`src/hdl/cis_pkg.sv`:
```
// Constants and types shared by the instruction sequencer.
package cis_pkg;

  // Machine cycle kinds; each one is announced in a status byte.
  typedef enum logic [3:0] {
    CIS_MC_FETCH  = 4'h0,
    CIS_MC_MREAD  = 4'h1,
    CIS_MC_MWRITE = 4'h2,
    CIS_MC_SREAD  = 4'h3,
    CIS_MC_SWRITE = 4'h4,
    CIS_MC_IORD   = 4'h5,
    CIS_MC_IOWR   = 4'h6,
    CIS_MC_INTACK = 4'h7,
    CIS_MC_NONE   = 4'h8
  } cis_mc_t;

  // Status byte bit positions.
  localparam int CIS_ST_INTERRUPT_ACK_INDICATION  = 0;
  localparam int CIS_ST_WO    = 1;
  localparam int CIS_ST_STACK = 2;
  localparam int CIS_ST_OUT   = 4;
  localparam int CIS_ST_M1    = 5;
  localparam int CIS_ST_INP   = 6;
  localparam int CIS_ST_MEMR  = 7;

  // Clock states per machine cycle and machine cycles per instruction.
  localparam logic [2:0] CIS_T_SHORT = 3'h3;
  localparam logic [2:0] CIS_T_FETCH4 = 3'h4;
  localparam logic [2:0] CIS_T_FETCH5 = 3'h5;
  localparam logic [2:0] CIS_M_MAX = 3'h5;

  // Flag word bit positions.
  localparam int CIS_F_CARRY = 0;
  localparam int CIS_F_SUB   = 1;
  localparam int CIS_F_PAR   = 2;
  localparam int CIS_F_HALF  = 4;
  localparam int CIS_F_ZERO  = 6;
  localparam int CIS_F_SIGN  = 7;
  localparam logic [7:0] CIS_FLAGS_RST = 8'h00;

  // Register field codes.
  localparam logic [2:0] CIS_R_MEM = 3'h6;
  localparam logic [2:0] CIS_R_ACC = 3'h7;

endpackage

```
`src/hdl/cis_flag_unit.sv`:
```
// Flag update unit for arithmetic, logic, rotate and decimal adjust results.
`timescale 1ns/1ps
module cis_flag_unit
  import cis_pkg::*;
(
  // Operation select.
  input  wire logic [2:0] alu_op_i,
  input  wire logic       rot_i,
  input  wire logic [1:0] rot_kind_i,
  input  wire logic       daa_i,
  // Operands and present flags.
  input  wire logic [7:0] acc_i,
  input  wire logic [7:0] opnd_i,
  input  wire logic [7:0] flags_i,
  // Result.
  output logic      [7:0] res_o,
  output logic      [7:0] flags_o
);

  logic [8:0] sum;
  logic [4:0] low;
  logic       cin;
  logic       is_sub;
  logic [7:0] corr;

  // One adder serves add and subtract; the low nibble sum gives the half carry.
  always_comb begin
    cin     = alu_op_i[0] & ~alu_op_i[2] & flags_i[CIS_F_CARRY]; // Compare takes no borrow in.
    is_sub  = (alu_op_i == 3'h2) | (alu_op_i == 3'h3) | (alu_op_i == 3'h7);
    corr    = 8'h00;
    flags_o = flags_i;
    res_o   = acc_i;
    sum     = 9'h000;
    low     = 5'h00;
    if (daa_i) begin
      // Correction sign follows the subtract flag so BCD subtraction works.
      if (flags_i[CIS_F_HALF] | (acc_i[3:0] > 4'h9)) corr[3:0] = 4'h6;
      if (flags_i[CIS_F_CARRY] | (acc_i > 8'h99)) corr[7:4] = 4'h6;
      if (flags_i[CIS_F_SUB]) begin
        sum = {1'b0, acc_i} - {1'b0, corr};
        low = {1'b0, acc_i[3:0]} - {1'b0, corr[3:0]};
      end else begin
        sum = {1'b0, acc_i} + {1'b0, corr};
        low = {1'b0, acc_i[3:0]} + {1'b0, corr[3:0]};
      end
      res_o = sum[7:0];
      flags_o[CIS_F_CARRY] = flags_i[CIS_F_CARRY] | (corr[7:4] != 4'h0);
      flags_o[CIS_F_HALF]  = low[4];
    end else if (rot_i) begin
      // Plain rotates wrap bit into carry; through-carry forms rotate 9 bits.
      case (rot_kind_i)
        2'h0: begin
          res_o = {acc_i[6:0], acc_i[7]};
          flags_o[CIS_F_CARRY] = acc_i[7];
        end
        2'h1: begin
          res_o = {acc_i[0], acc_i[7:1]};
          flags_o[CIS_F_CARRY] = acc_i[0];
        end
        2'h2: begin
          res_o = {acc_i[6:0], flags_i[CIS_F_CARRY]};
          flags_o[CIS_F_CARRY] = acc_i[7];
        end
        default: begin
          res_o = {flags_i[CIS_F_CARRY], acc_i[7:1]};
          flags_o[CIS_F_CARRY] = acc_i[0];
        end
      endcase
    end else begin
      case (alu_op_i)
        3'h4: res_o = acc_i & opnd_i;
        3'h5: res_o = acc_i ^ opnd_i;
        3'h6: res_o = acc_i | opnd_i;
        default: begin
          if (is_sub) begin
            sum = {1'b0, acc_i} - {1'b0, opnd_i} - {8'h00, cin};
            low = {1'b0, acc_i[3:0]} - {1'b0, opnd_i[3:0]} - {4'h0, cin};
          end else begin
            sum = {1'b0, acc_i} + {1'b0, opnd_i} + {8'h00, cin};
            low = {1'b0, acc_i[3:0]} + {1'b0, opnd_i[3:0]} + {4'h0, cin};
          end
          res_o = (alu_op_i == 3'h7) ? acc_i : sum[7:0];
        end
      endcase
      if (alu_op_i[2:1] == 2'h2 || alu_op_i == 3'h6) begin
        // Logic ops clear carry but leave the hidden flags alone.
        flags_o[CIS_F_CARRY] = 1'b0;
      end else begin
        flags_o[CIS_F_CARRY] = sum[8];
        flags_o[CIS_F_HALF]  = low[4];
        flags_o[CIS_F_SUB]   = is_sub;
      end
      flags_o[CIS_F_SIGN] = ((alu_op_i == 3'h7) ? sum[7] : res_o[7]);
      flags_o[CIS_F_ZERO] = ((alu_op_i == 3'h7) ? sum[7:0] : res_o) == 8'h00;
      flags_o[CIS_F_PAR]  = ~^((alu_op_i == 3'h7) ? sum[7:0] : res_o);
    end
  end

endmodule

```
`src/hdl/cis_cycle_plan.sv`:
```
// Opcode decoder that gives the machine cycle plan of an instruction.
`timescale 1ns/1ps
module cis_cycle_plan
  import cis_pkg::*;
(
  // Opcode and condition result.
  input  wire logic [7:0] op_i,
  input  wire logic       cond_i,
  // Plan: machine cycle count, fetch length, and kind of each later cycle.
  output logic      [2:0] n_mc_o,
  output logic      [2:0] t_fetch_o,
  output logic      [1:0] n_bytes_o,
  output cis_mc_t         mc_kind_o [2:5]
);

  // Fills the plan for cycles 2 to 5 from one table row.
  always_comb begin
    n_mc_o    = 3'h1;
    t_fetch_o = CIS_T_FETCH4;
    n_bytes_o = 2'h1;
    for (int i = 2; i <= 5; i++) mc_kind_o[i] = CIS_MC_NONE;
    casez (op_i)
      8'b11??0101, 8'b11000111, 8'b11??1111, 8'b11??0111: begin
        // Push and restart: five-state fetch, two stack writes.
        t_fetch_o = CIS_T_FETCH5;
        n_mc_o = 3'h3;
        mc_kind_o[2] = CIS_MC_SWRITE;
        mc_kind_o[3] = CIS_MC_SWRITE;
      end
      8'b11001101, 8'b11???100: begin
        t_fetch_o = CIS_T_FETCH5;
        n_bytes_o = 2'h3;
        mc_kind_o[2] = CIS_MC_MREAD;
        mc_kind_o[3] = CIS_MC_MREAD;
        mc_kind_o[4] = CIS_MC_SWRITE;
        mc_kind_o[5] = CIS_MC_SWRITE;
        n_mc_o = (op_i[0] | cond_i) ? 3'h5 : 3'h3;
      end
      8'b11001001, 8'b11???000: begin
        t_fetch_o = CIS_T_FETCH5;
        mc_kind_o[2] = CIS_MC_SREAD;
        mc_kind_o[3] = CIS_MC_SREAD;
        n_mc_o = (op_i[0] | cond_i) ? 3'h3 : 3'h1;
      end
      8'b11100011: begin
        t_fetch_o = CIS_T_FETCH5;
        n_mc_o = 3'h5;
        mc_kind_o[2] = CIS_MC_SREAD;
        mc_kind_o[3] = CIS_MC_SREAD;
        mc_kind_o[4] = CIS_MC_SWRITE;
        mc_kind_o[5] = CIS_MC_SWRITE;
      end
      8'b00??1001: begin
        // Double add runs two idle cycles on the bus.
        t_fetch_o = CIS_T_FETCH5;
        n_mc_o = 3'h3;
        mc_kind_o[2] = CIS_MC_NONE;
        mc_kind_o[3] = CIS_MC_NONE;
      end
      8'b00110100, 8'b00110101: begin
        n_mc_o = 3'h3;
        mc_kind_o[2] = CIS_MC_MREAD;
        mc_kind_o[3] = CIS_MC_MWRITE;
      end
      8'b00???10?, 8'b00???011, 8'b11101001: begin
        t_fetch_o = CIS_T_FETCH5;
      end
      8'b11000011, 8'b11???010, 8'b00??0001: begin
        n_mc_o = 3'h3;
        n_bytes_o = 2'h3;
        mc_kind_o[2] = CIS_MC_MREAD;
        mc_kind_o[3] = CIS_MC_MREAD;
      end
      8'b11??0001: begin
        n_mc_o = 3'h3;
        mc_kind_o[2] = CIS_MC_SREAD;
        mc_kind_o[3] = CIS_MC_SREAD;
      end
      8'b0011?010: begin
        n_mc_o = 3'h4;
        n_bytes_o = 2'h3;
        mc_kind_o[2] = CIS_MC_MREAD;
        mc_kind_o[3] = CIS_MC_MREAD;
        mc_kind_o[4] = op_i[3] ? CIS_MC_MREAD : CIS_MC_MWRITE;
      end
      8'b0010?010: begin
        n_mc_o = 3'h5;
        n_bytes_o = 2'h3;
        mc_kind_o[2] = CIS_MC_MREAD;
        mc_kind_o[3] = CIS_MC_MREAD;
        mc_kind_o[4] = op_i[3] ? CIS_MC_MREAD : CIS_MC_MWRITE;
        mc_kind_o[5] = op_i[3] ? CIS_MC_MREAD : CIS_MC_MWRITE;
      end
      8'b000??010: begin
        n_mc_o = 3'h2;
        mc_kind_o[2] = op_i[3] ? CIS_MC_MREAD : CIS_MC_MWRITE;
      end
      8'b1101?011: begin
        n_mc_o = 3'h3;
        n_bytes_o = 2'h2;
        mc_kind_o[2] = CIS_MC_MREAD;
        mc_kind_o[3] = op_i[3] ? CIS_MC_IORD : CIS_MC_IOWR;
      end
      8'b00110110: begin
        n_mc_o = 3'h3;
        n_bytes_o = 2'h2;
        mc_kind_o[2] = CIS_MC_MREAD;
        mc_kind_o[3] = CIS_MC_MWRITE;
      end
      8'b00???110, 8'b11???110: begin
        n_mc_o = 3'h2;
        n_bytes_o = 2'h2;
        mc_kind_o[2] = CIS_MC_MREAD;
      end
      8'b01110???, 8'b01???110, 8'b10???110: begin
        // Register field 110 means memory through the address pair.
        if (op_i != 8'h76) begin
          n_mc_o = 3'h2;
          mc_kind_o[2] = (op_i[7:3] == 5'b01110) ? CIS_MC_MWRITE : CIS_MC_MREAD;
        end else begin
          n_mc_o = 3'h2;
          mc_kind_o[2] = CIS_MC_NONE;
        end
      end
      default: begin
        n_mc_o = 3'h1;
      end
    endcase
  end

endmodule

```
`src/hdl/cis_sequencer.sv`:
```
// Machine cycle and clock state sequencer of the 8-bit core.
`timescale 1ns/1ps
module cis_sequencer
  import cis_pkg::*;
(
  // Clock and reset.
  input  wire logic       clk_i,
  input  wire logic       rst_i,
  // Data bus.
  input  wire logic [7:0] data_i,
  output logic      [7:0] data_o,
  output logic            data_oe_o,
  // Bus strobes and cycle information.
  output logic            sync_o,
  output logic            read_o,
  output logic            write_o,
  output logic [7:0]      status_o,
  output logic [2:0]      mcycle_o,
  output logic [2:0]      tstate_o,
  output logic [15:0]     addr_o,
  // Interrupt request and acknowledge.
  input  wire logic       irq_i,
  output logic            interrupt_ack_indication_o,
  // Processor state visible to the system.
  output logic [7:0]      acc_o,
  output logic [7:0]      flags_o,
  output logic [7:0]      opcode_o,
  output logic            instr_done_o
);

  // Sequencer state.
  logic [2:0]  mc;
  logic [2:0]  ts;
  logic [7:0]  op;
  logic [7:0]  b2;
  logic [7:0]  acc;
  logic [7:0]  flags;
  logic [15:0] pc;
  logic [15:0] sp;
  logic [15:0] address_register_pair;
  logic        ack;
  logic        done;
  logic [7:0]  dout;
  logic [2:0]  next_mc;
  logic [2:0]  next_ts;
  logic [7:0]  next_op;
  logic [7:0]  next_b2;
  logic [7:0]  next_acc;
  logic [7:0]  next_flags;
  logic [15:0] next_pc;
  logic [15:0] next_sp;
  logic [15:0] next_pair;
  logic        next_ack;
  logic        next_done;
  logic [7:0]  next_dout;
  logic [7:0]  data_b3;
  logic [7:0]  next_b3;

  // Plan and flag unit results.
  logic [2:0]  n_mc;
  logic [2:0]  t_fetch;
  logic [1:0]  n_bytes;
  cis_mc_t     kinds [2:5];
  cis_mc_t     cur_kind;
  logic        cond;
  logic [7:0]  alu_res;
  logic [7:0]  alu_flags;
  logic [2:0]  t_last;
  logic        fetching;
  logic        rot_sel;
  logic        is_call;

  // Condition test on the testable flags, picked by opcode bits 5:3.
  function automatic logic cond_true(input logic [2:0] cc, input logic [7:0] f);
    logic v;
    v = 1'b0;
    case (cc[2:1])
      2'h0: v = f[CIS_F_ZERO];
      2'h1: v = f[CIS_F_CARRY];
      2'h2: v = f[CIS_F_PAR];
      default: v = f[CIS_F_SIGN];
    endcase
    return v == cc[0];
  endfunction

  // Status byte for a machine cycle kind.
  function automatic logic [7:0] status_of(input cis_mc_t k, input logic a);
    logic [7:0] s;
    s = 8'h00;
    s[CIS_ST_WO] = 1'b1;
    case (k)
      CIS_MC_FETCH:  begin s[CIS_ST_M1] = 1'b1; s[CIS_ST_MEMR] = ~a; end
      CIS_MC_MREAD:  s[CIS_ST_MEMR] = ~a;
      CIS_MC_MWRITE: s[CIS_ST_WO] = 1'b0;
      CIS_MC_SREAD:  begin s[CIS_ST_STACK] = 1'b1; s[CIS_ST_MEMR] = 1'b1; end
      CIS_MC_SWRITE: begin s[CIS_ST_STACK] = 1'b1; s[CIS_ST_WO] = 1'b0; end
      CIS_MC_IORD:   s[CIS_ST_INP] = 1'b1;
      CIS_MC_IOWR:   begin s[CIS_ST_OUT] = 1'b1; s[CIS_ST_WO] = 1'b0; end
      default:       s = 8'h02;
    endcase
    s[CIS_ST_INTERRUPT_ACK_INDICATION] = a;
    return s;
  endfunction

  assign cond = cond_true(op[5:3], flags);

  cis_cycle_plan u_plan (
    .op_i      (op),
    .cond_i    (cond),
    .n_mc_o    (n_mc),
    .t_fetch_o (t_fetch),
    .n_bytes_o (n_bytes),
    .mc_kind_o (kinds)
  );

  // The operand is taken straight off the bus in the closing read state, because b2 only
  // lands on that same edge and would still hold the previous byte.
  cis_flag_unit u_flags (
    .alu_op_i   (op[5:3]),
    .rot_i      (rot_sel),
    .rot_kind_i (op[4:3]),
    .daa_i      (op == 8'h27),
    .acc_i      (acc),
    .opnd_i     (data_i),
    .flags_i    (flags),
    .res_o      (alu_res),
    .flags_o    (alu_flags)
  );

  // Plain and through-carry rotates; calls and restarts push the program counter.
  assign rot_sel = (op[7:5] == 3'h0) && (op[2:0] == 3'h7) && ~op[5];
  assign is_call = (op == 8'hCD) ||
                   (op[7:6] == 2'h3 && (op[2:0] == 3'h4 || op[2:0] == 3'h7));

  // Fetch cycles are the first ones, up to the instruction length.
  always_comb begin
    fetching = (mc == 3'h1) || (mc <= {1'b0, n_bytes});
    if (mc == 3'h1) cur_kind = ack ? CIS_MC_INTACK : CIS_MC_FETCH;
    else if (fetching) cur_kind = CIS_MC_MREAD;
    else cur_kind = kinds[mc];
    t_last = (mc == 3'h1) ? t_fetch : CIS_T_SHORT;
  end

  // Bus strobes follow the clock state; status only in the first state.
  assign sync_o     = (ts == 3'h1);
  assign status_o   = status_of(cur_kind, ack);
  assign read_o     = (ts == 3'h2 || ts == 3'h3) && cur_kind != CIS_MC_NONE &&
                      ~status_o[CIS_ST_WO] == 1'b0;
  assign write_o    = (ts == 3'h3) && ~status_o[CIS_ST_WO] && cur_kind != CIS_MC_NONE;
  assign data_oe_o  = sync_o | write_o;
  assign data_o     = sync_o ? status_o : dout;
  assign mcycle_o   = mc;
  assign tstate_o   = ts;
  assign acc_o      = acc;
  assign flags_o    = flags;
  assign opcode_o   = op;
  assign instr_done_o = done;
  assign interrupt_ack_indication_o = ack;
  assign addr_o = (cur_kind == CIS_MC_SREAD || cur_kind == CIS_MC_SWRITE) ? sp :
                  (cur_kind == CIS_MC_IORD || cur_kind == CIS_MC_IOWR) ? {b2, b2} :
                  (kinds[mc] == CIS_MC_MREAD || kinds[mc] == CIS_MC_MWRITE) && ~fetching &&
                  op[7:6] == 2'h0 && op[2:0] == 3'h2 && op[5] ? {data_b3, b2} :
                  (~fetching && op[7:6] != 2'h3) ? address_register_pair : pc;

  // Next state of the sequencer and the architectural registers.
  always_comb begin
    next_mc = mc;
    next_ts = ts + 3'h1;
    next_op = op;
    next_b2 = b2;
    next_b3 = data_b3;
    next_acc = acc;
    next_flags = flags;
    next_pc = pc;
    next_sp = sp;
    next_pair = address_register_pair;
    next_ack = ack;
    next_done = 1'b0;
    next_dout = dout;
    if (ts == 3'h3 && cur_kind != CIS_MC_NONE && ~write_o) begin
      // Byte taken in the third state of a read cycle.
      if (mc == 3'h1) next_op = data_i;
      else if (mc == 3'h2) next_b2 = data_i;
      else if (mc == 3'h3 && fetching) next_b3 = data_i;
      if (fetching && !ack) next_pc = pc + 16'h0001;
    end
    if (ts == 3'h2 && cur_kind == CIS_MC_SWRITE) next_sp = sp - 16'h0001;
    // Write data is loaded one state early so that it stands through the T3 strobe.
    if (ts == 3'h2 && ~status_o[CIS_ST_WO]) begin
      if (is_call) next_dout = mc[0] ? pc[7:0] : pc[15:8];
      else if (cur_kind == CIS_MC_SWRITE) next_dout = mc[0] ? flags : acc;
      else next_dout = acc;
    end
    if (ts == 3'h3 && cur_kind == CIS_MC_SREAD) next_sp = sp + 16'h0001;
    if (ts >= t_last) begin
      next_ts = 3'h1;
      next_mc = mc + 3'h1;
      if (mc >= n_mc || mc == CIS_M_MAX) begin
        next_mc = 3'h1;
        next_done = 1'b1;
        if (op[7:6] == 2'h2 || op[7:6] == 2'h3 && op[2:0] == 3'h6 ||
            op == 8'h27 || rot_sel) begin
          next_acc = (op[5:3] == 3'h7 && op[7]) ? acc : alu_res;
          next_flags = alu_flags;
        end
        // Loads that end on a read take their byte from the bus at this edge.
        if (op == 8'h3E || op == 8'h3A || op == 8'hDB) next_acc = data_i;
        if (op == 8'h21) next_pair = {data_i, b2};
        if (op == 8'hE9) next_pc = address_register_pair;
        // Jumps and returns end in the high byte read; a taken call ends after its pushes.
        if (mc == 3'h3 && (op == 8'hC3 || op == 8'hC9 ||
            (op[7:6] == 2'h3 && (op[2:0] == 3'h2 || op[2:0] == 3'h0) && cond))) begin
          next_pc = {data_i, b2};
        end
        if (mc == 3'h5 && is_call) next_pc = {data_b3, b2};
        if (op[7:6] == 2'h0 && op[3:0] == 4'h9) begin
          // Only the pair itself and the stack pointer are kept; other pairs add as zero.
          {next_flags[CIS_F_CARRY], next_pair} = {1'b0, address_register_pair} +
            {1'b0, (op[5:4] == 2'h2) ? address_register_pair :
                   (op[5:4] == 2'h3) ? sp : 16'h0000};
        end
        // Held acknowledge covers the whole call fetch sequence.
        next_ack = irq_i & ~ack;
      end else if (ack && mc == {1'b0, n_bytes}) begin
        next_ack = 1'b0;
      end
    end
  end

  // Register stage.
  always_ff @(posedge clk_i or posedge rst_i) begin
    if (rst_i) begin
      mc <= 3'h1;
      ts <= 3'h1;
      op <= 8'h00;
      b2 <= 8'h00;
      data_b3 <= 8'h00;
      acc <= 8'h00;
      flags <= CIS_FLAGS_RST;
      pc <= 16'h0000;
      sp <= 16'h0000;
      address_register_pair <= 16'h0000;
      ack <= 1'b0;
      done <= 1'b0;
      dout <= 8'h00;
    end else begin
      mc <= next_mc;
      ts <= next_ts;
      op <= next_op;
      b2 <= next_b2;
      data_b3 <= next_b3;
      acc <= next_acc;
      flags <= next_flags;
      pc <= next_pc;
      sp <= next_sp;
      address_register_pair <= next_pair;
      ack <= next_ack;
      done <= next_done;
      dout <= next_dout;
    end
  end

  // Checks on the sequence.
  a_tstate_range: assert property (@(posedge clk_i) disable iff (rst_i)
    ts >= 3'h1 && ts <= 3'h5) else $error("clock state out of range");
  a_mcycle_range: assert property (@(posedge clk_i) disable iff (rst_i)
    mc >= 3'h1 && mc <= 3'h5) else $error("machine cycle out of range");
  a_sync_first: assert property (@(posedge clk_i) disable iff (rst_i)
    sync_o |-> data_oe_o && data_o == status_o) else $error("status missing");
  a_sync_once: assert property (@(posedge clk_i) disable iff (rst_i)
    sync_o |=> !sync_o) else $error("sync too long");
  a_done_new: assert property (@(posedge clk_i) disable iff (rst_i)
    done |-> mc == 3'h1 && ts == 3'h1) else $error("done off boundary");
  a_logic_hidden: assert property (@(posedge clk_i) disable iff (rst_i)
    done && $past(op[7] && op[5:3] inside {3'h4, 3'h5, 3'h6} && (!op[6] || op[2:0] == 3'h6))
    |-> flags[CIS_F_HALF] == $past(flags[CIS_F_HALF], 2) &&
    flags[CIS_F_SUB] == $past(flags[CIS_F_SUB], 2)) else $error("hidden flag hit");
  a_no_write_idle: assert property (@(posedge clk_i) disable iff (rst_i)
    cur_kind == CIS_MC_NONE |-> !write_o) else $error("idle cycle wrote");
  a_fetch_short: assert property (@(posedge clk_i) disable iff (rst_i)
    mc != 3'h1 |-> ts <= 3'h3) else $error("long non-fetch cycle");
  c_ack_cycle: cover property (@(posedge clk_i) disable iff (rst_i) ack && mc == 3'h3);
  c_five_mc: cover property (@(posedge clk_i) disable iff (rst_i) mc == 3'h5);
  c_io_cycle: cover property (@(posedge clk_i) disable iff (rst_i) cur_kind == CIS_MC_IORD);

endmodule

```
`config.mk`:
```
export PLATFORM = sky130hd
export DESIGN_NAME = cis_sequencer
export DESIGN_NICKNAME = d
export VERILOG_FILES = /design/src/hdl/cis_pkg.sv /design/src/hdl/cis_flag_unit.sv /design/src/hdl/cis_cycle_plan.sv /design/src/hdl/cis_sequencer.sv
export SDC_FILE = /design/constraint.sdc
export NUM_CORES = 1
export LEC_CHECK = 0
export BUFFER_PORTS_ARGS = -buffer_cell sky130_fd_sc_hd__buf_4
export CAP_MARGIN = 5
export CORE_UTILIZATION = 25
export CTS_CLUSTER_SIZE = 24
export DETAILED_ROUTE_END_ITERATION = 8
export PLACE_DENSITY = 0.45
export SYNTH_ARGS = -nofsm -noshare
export SYNTH_HDL_FRONTEND = slang
export SYNTH_SLANG_ARGS = --single-unit
```
`constraint.sdc`:
```
create_clock -name clk_i -period 5.7 [get_ports clk_i]
set_clock_uncertainty 0.1 [all_clocks]
set_input_delay 0.57 -clock clk_i [delete_from_list [all_inputs] [get_ports clk_i]]
set_output_delay 0.57 -clock clk_i [all_outputs]
set_load 0.02 [all_outputs]
```
* Word level (Yosys, flattened, before mapping)
Index checks and enable logic that the tools add are counted.
Storage, ports and cells: flip-flop bits (word level) 102, bits of input ports 11, output and inout port bits 68, logic and storage cells 331
Cells by class: add/sub/neg operators 18, $lt $le $gt $ge 6, equality and inequality tests 75, multiplexer cells 98, bitwise operators 23, reduce and logical (&&, ||, !) cells 95
Operators by type and width (count):
- 16-bit 2-to-1 mux | 17
- 8-bit 2-to-1 mux | 15
- 8-bit by 6-bit equality test with 1-bit output (second input constant) | 7
- 8-bit equality test (second input constant) | 7
- 4-bit case mux with 4 select lines | 3
- 8-bit case mux with 3 select lines | 2
- 4-bit 2-to-1 mux | 9
- 9-bit 2-to-1 mux | 4
- 16-bit by 1-bit adder with 16-bit output (second input constant) | 2
- 1-bit logical AND | 27
- 5-bit equality test (second input constant) | 5
- 3-bit equality test (second input constant) | 8
- 6-bit equality test (second input constant) | 4
- 4-bit case mux with 2 select lines | 3
- 3-bit by 2-bit equality test with 1-bit output (second input constant) | 7
- 3-bit 2-to-1 mux | 7
- 1-bit 2-to-1 mux | 20
- 4-bit case mux with 5 select lines | 1
- 10-bit OR reduction | 2
- 2-bit OR reduction | 9
- 3-bit OR reduction | 6
- 16-bit by 16-bit adder with 17-bit output | 1
- 1-bit logical OR | 17
- 4-bit by 2-bit equality test with 1-bit output (second input constant) | 4
- other kinds (72) | 128

* Logic depth before layout (Yosys ltp)
depth in word-level cells 23, mapped depth 25, gate-level depth less buffers 24

* Modules after synthesis
A second synthesis with hierarchy kept.
Second synthesis, totals: cells, all modules 1291, area total of the unflattened synthesis 11373.4 µm²
By module, submodules not included:
- cis_sequencer | times used 1, cells an instance 865, area an instance 8349.3 µm², seq. area each 2605.0 µm²
- cis_flag_unit | times used 1, cells an instance 317, area an instance 2308.5 µm², seq. area each 0.0 µm²
- cis_cycle_plan | times used 1, cells an instance 109, area an instance 715.7 µm², seq. area each 0.0 µm²

* Worst setup path after synthesis
Ideal clock, no wire load.
path kind flip-flop to flip-flop, start register op[6] (netlist: opcode_o[6]), end register sp[15], library setup time 79 ps, arrival 5526 ps, data required time 5521 ps, slack -5 ps, stages on the path, launching flop included 25, path buffers 1, period minus slack after synthesis 5705 ps, cells stage by stage dfrtp_1 -> buf_6 -> or4b_4 -> nor4b_4 -> nor2_1 -> nand2_1 -> a21oi_1 -> ha_1 -> nor2b_1 -> o21a_1 -> nor2_1 -> nor3_1 -> a211oi_2 -> a21oi_2 -> nand2_1 -> ha_1 -> a211oi_1 -> nor2_1 -> or4_1 -> nand4_1 -> a31oi_1 -> a31o_2 -> a31oi_1 -> mux2i_1 -> xor2_1
Between the ends: word-level cells in the longest chain between the ends 14, elaborated cells on any way between the ends 73, classes of those cells order compare (1); eq/ne (32); mux (20); reduce/logical (20)
RTL lines:
- start: declaration | RTL line cis_sequencer.sv:34 | logic [7:0] op;
- start signal: assignment | RTL line cis_sequencer.sv:249 | op <= next_op;
- 5-bit by 4-bit equality test with 1-bit output | RTL line cis_cycle_plan.sv:22, cis_cycle_plan.sv:119
- 2-bit 2-to-1 mux | RTL line cis_cycle_plan.sv:119 | mc_kind_o[2] = (op_i[7:3] == 5'b01110) ? CIS_MC_MWRITE : CIS_MC_MREAD;
- 4-bit 2-to-1 mux | RTL line cis_cycle_plan.sv:117 | if (op_i != 8'h76) begin
- 4-bit case mux with 2 select lines | RTL line cis_cycle_plan.sv:22 | casez (op_i)
- 4-bit case mux with 4 select lines (2 in a row) | RTL line cis_cycle_plan.sv:22
- 4-bit binary-select mux with 3-bit select | RTL line cis_sequencer.sv:140 | else cur_kind = kinds[mc];
- 4-bit 2-to-1 mux (implied by the code) (2 in a row) | RTL line cis_sequencer.sv:140
- 4-bit 2-to-1 mux * | RTL line cis_sequencer.sv:139 | else if (fetching) cur_kind = CIS_MC_MREAD;
- 4-bit 2-to-1 mux * | RTL line cis_sequencer.sv:138 | if (mc == 3'h1) cur_kind = ack ? CIS_MC_INTACK : CIS_MC_FETCH;
- 4-bit by 2-bit equality test with 1-bit output or 4-bit by 3-bit equality test with 1-bit output (tied branches) | RTL line cis_sequencer.sv:194, cis_sequencer.sv:187
- 1-bit logical AND, on equally long branches | RTL line cis_sequencer.sv:194, cis_sequencer.sv:187
- 16-bit 2-to-1 mux or 2-bit nonzero test (tied branches)
- end signal: assignment | RTL line cis_sequencer.sv:255 | sp <= next_sp;
- end: declaration | RTL line cis_sequencer.sv:39 | logic [15:0] sp;
Mark *: on every way between the ends. The rest lies on a longest branch, timed or not. The select of a mux whose other input is x is not followed. A chain may end at the register's enable or synchronous reset.

* Worst setup path in the final report
start register op[7] (netlist: opcode_o[7]), end register sp[15]
Same word-level chain as after synthesis.

==> flow_metrics.tcl <==
set metrics [dict create \
    first_pass_iters 5 \
    ys.flop_type "dfrtp_1" \
    remaining_drc_errors 0 \
    critical_path_class "register to register" \
    antenna_left 0 \
    cp_max_fo 12 \
    yosysUniqueCellTypes 90 \
    area_delta_synth_final_pct 16.7 \
    switching_share 0.532 \
    ir_drop_mv 0.207 \
    n_antenna_cell 0 \
    power_density_mw_per_mm2 665 \
    timing.max_cap.violations 0 \
    wl_um 38000 \
    grt_max_degree 60 \
    endpoint_kind "register" \
    clock-sinks 102 \
    io_pins 79 \
    start_kind "register" \
    highest_layer "met4" \
    viasPerCell 5.22 \
    fin_util 0.299 \
    grt_pass1_vias 9522 \
    io_buffers 75 \
    cts_hold_buf 0 \
    start_util 0.256 \
    yosys_register_bits 102 \
    p_comb_frac 0.736 \
    power_frac_clock 0.087 \
    wl_per_cell_um 20.5 \
    die_h_um 205 \
    intPower_uw 3730 \
    fillers 4339 \
    grt-ovfl-total 0 \
    insertion_delay_ns 0.38 \
    track_usage 0.184 \
    drive_gt1_frac 0.176 \
    maxSlewViolCount 0 \
    synthTopCellsByCount "nand2_1, nor2_1, o21ai_0, dfrtp_1, a21oi_1" \
    coreArea_mm2 0.0402 \
    synth_top_area_share 0.243 \
    htreeDepth 3 \
    post-route-period-util 0.961 \
    cts_root_buffer "clkbuf_16" \
    worstPathCellList "or4b_4, nor4b_4, buf_4, nor3_1, ha_1, a21oi_1, o21a_2, nor2_4, nor3_4, a211oi_2, a21oi_2, nand2_4, buf_8, buf_4, ha_1, or4_1, nand4_1, a31oi_1, a31o_2, a31oi_2, mux2i_1, xor2_1" \
    setup_viol 0 \
    vias 9664 \
    async_flop_share 1.00 \
    die_x_um 205 \
    netlist_area_mm2 0.0103 \
    slew_headroom 0.242 \
    whs_ns 0.255 \
    max_clock_freq_mhz 183 \
    synth-edff-count 0 \
    gp_congestion 0.872 \
    seqPwrFrac 0.177 \
    met2_length_um 17500 \
    cts_made_buffers 9 \
    wirelength_met1_um 18500 \
    nNetsFinal 1430 \
    crit_path_top_delay_cell "or4b_4" \
    yosysSeqAreaShare 0.248 \
    routed-wl-met3_um 1390 \
    hold_viol 0 \
    synth_area_per_cell_um2 8.26 \
    power.switching_uw 4240 \
    grt_pass1_wl_um 59300 \
    drt-initial-drc-count 814 \
    cts_tree "built" \
    power.leakage_uw 0.00543 \
    dieArea_mm2 0.0419 \
    antenna_found_initial 0 \
    crit_required_ns 5.90 \
    slowest_delay_ns 0.60 \
    synth.most_common_cell "nand2_1" \
    cts_buffer_depth 2 \
    row_count 73 \
    synth_warnings 0 \
    arrival_ns 5.68 \
    period_needed_ns 5.48 \
    ys_top_cells_by_area "dfrtp_1, ha_1, mux2i_1" \
    min_path_type "primary input to async pin" \
    synthCells 1245 \
    dp_hpwl_um 28900 \
    yosys.area.top_type "dfrtp_1" \
    path_clk_slew_ns 0.08 \
    outcome "completed" \
    worstMarginPinSlew_ns 1.13 \
]
registers in the layout, summed over array words and instances, names as in the netlist, 6 cells and up:
register and flops:
address_register_pair 16, dout 8, acc_o 8, b2 8, flags_o 6, sp 16, opcode_o 8, pc 16
data_b3 8
worst paths after layout:
check / startpoint / end / cells after the start / slack (ns)
worst max-delay path: opcode_o[7]$_DFFE_PP0P_ / sp[15]$_DFFE_PP0P_ / 22 / 0.22
worst min-delay path: rst_i / instr_done_o$_DFF_PP0_ / 2 / 0.25
worst max register to register: opcode_o[7]$_DFFE_PP0P_ / sp[15]$_DFFE_PP0P_ / 22 / 0.22
worst min register to register: tstate_o[0]$_DFF_PP1_ / tstate_o[0]$_DFF_PP1_ / 1 / 0.39
max in group asynchronous: rst_i / flags_o[0]$_DFFE_PP0P_ / 3 / 4.09
min in group clk_i: irq_i / interrupt_ack_indication_o$_DFFE_PP0P_ / 3 / 0.35
power by group through the flow:
stage	sequential [uW]	clock (uW)	combinational, uW
2_1_floorplan	1380	0	3950
3_3_place_gp	1430	0	5790
3_5_place_dp	1430	0	5780
4_1_cts	1410	713	5820
5_1_grt	1460	740	6490
6_report	1410	695	5870
worst max-delay path, delay by kind of cell (launching register included):
kind	cells	cell delay [ns]
fa+ha+maj	2	0.53
mux	1	0.23
compound gates	7	1.32
xor+xnor	1	0.15
flops	1	0.39
simple gates	8	2.16
buf+inv	3	0.51
cells in the final DEF (no fill, tap or decap), types with 20 or more instances in the layout:
master / instances
a21o_1: 20
a21oi_1: 97
buf_4: 127
dfrtp_1: 99
ha_1: 89
inv_1: 55
mux2_2: 43
mux2i_1: 54
nand2_1: 116
nand2b_1: 20
nand3_1: 21
nor2_1: 105
nor3_1: 26
o21ai_0: 102
o22ai_1: 27
xnor2_1: 35
xor2_1: 31
cell type report:
cell class	count	area, um2	area share
sequential	102	2560	0.213
clock inverter	6	77.6	0.00647
inverter	57	216	0.0180
clock buffer	10	229	0.0191
timing repair buffer	128	968	0.0807
tap	525	657	0.0547
multi-input combinational	1025	7290	0.608
through the flow:
stage / cells / cell area (um2) / power [uW] / worst slack (ns) / setup TNS, ns
final: 1853 / 12000 / 7970 / 0.224 / 0
after global routing: 1853 / 12000 / 8690 / -0.0311 / -0.0311
after CTS: 1849 / 11900 / 7950 / 0.0553 / 0
after detailed placement: 1833 / 11600 / 7210 / 0.108 / 0
after global placement: 1833 / 11600 / 7220 / 0.192 / 0
after floorplan: 1247 / 10300 / 5330 / 0.146 / 0
metal layers:
layer	vias up	track usage
met5	-	0
met1	4686	0.261
met2	242	0.297
li1	4693	-
met3	43	0.0173
met4	0	0.0490
logic make-up (layout without fill, tap and decap cells):
group | Yosys count | after routing | synth area share
buffers and inverters | 120 | 201 | 0.0504
other | 1 | 3 | 0.000365
and+or+nand+nor | 380 | 380 | 0.183
xor gates and xnor gates | 66 | 66 | 0.0562
adders and majority gates | 96 | 96 | 0.121
DFF | 102 | 102 | 0.248
AOI/OAI and AO/OA | 379 | 379 | 0.236
muxes | 101 | 101 | 0.105
timing repair:
action,in CTS,in global routing
endpoints found under the setup margin,0,3
hold endpoints to repair,0,0
gates resized for setup,0,16
setup buffers,0,4
Power figures use the tool's default switching activity.
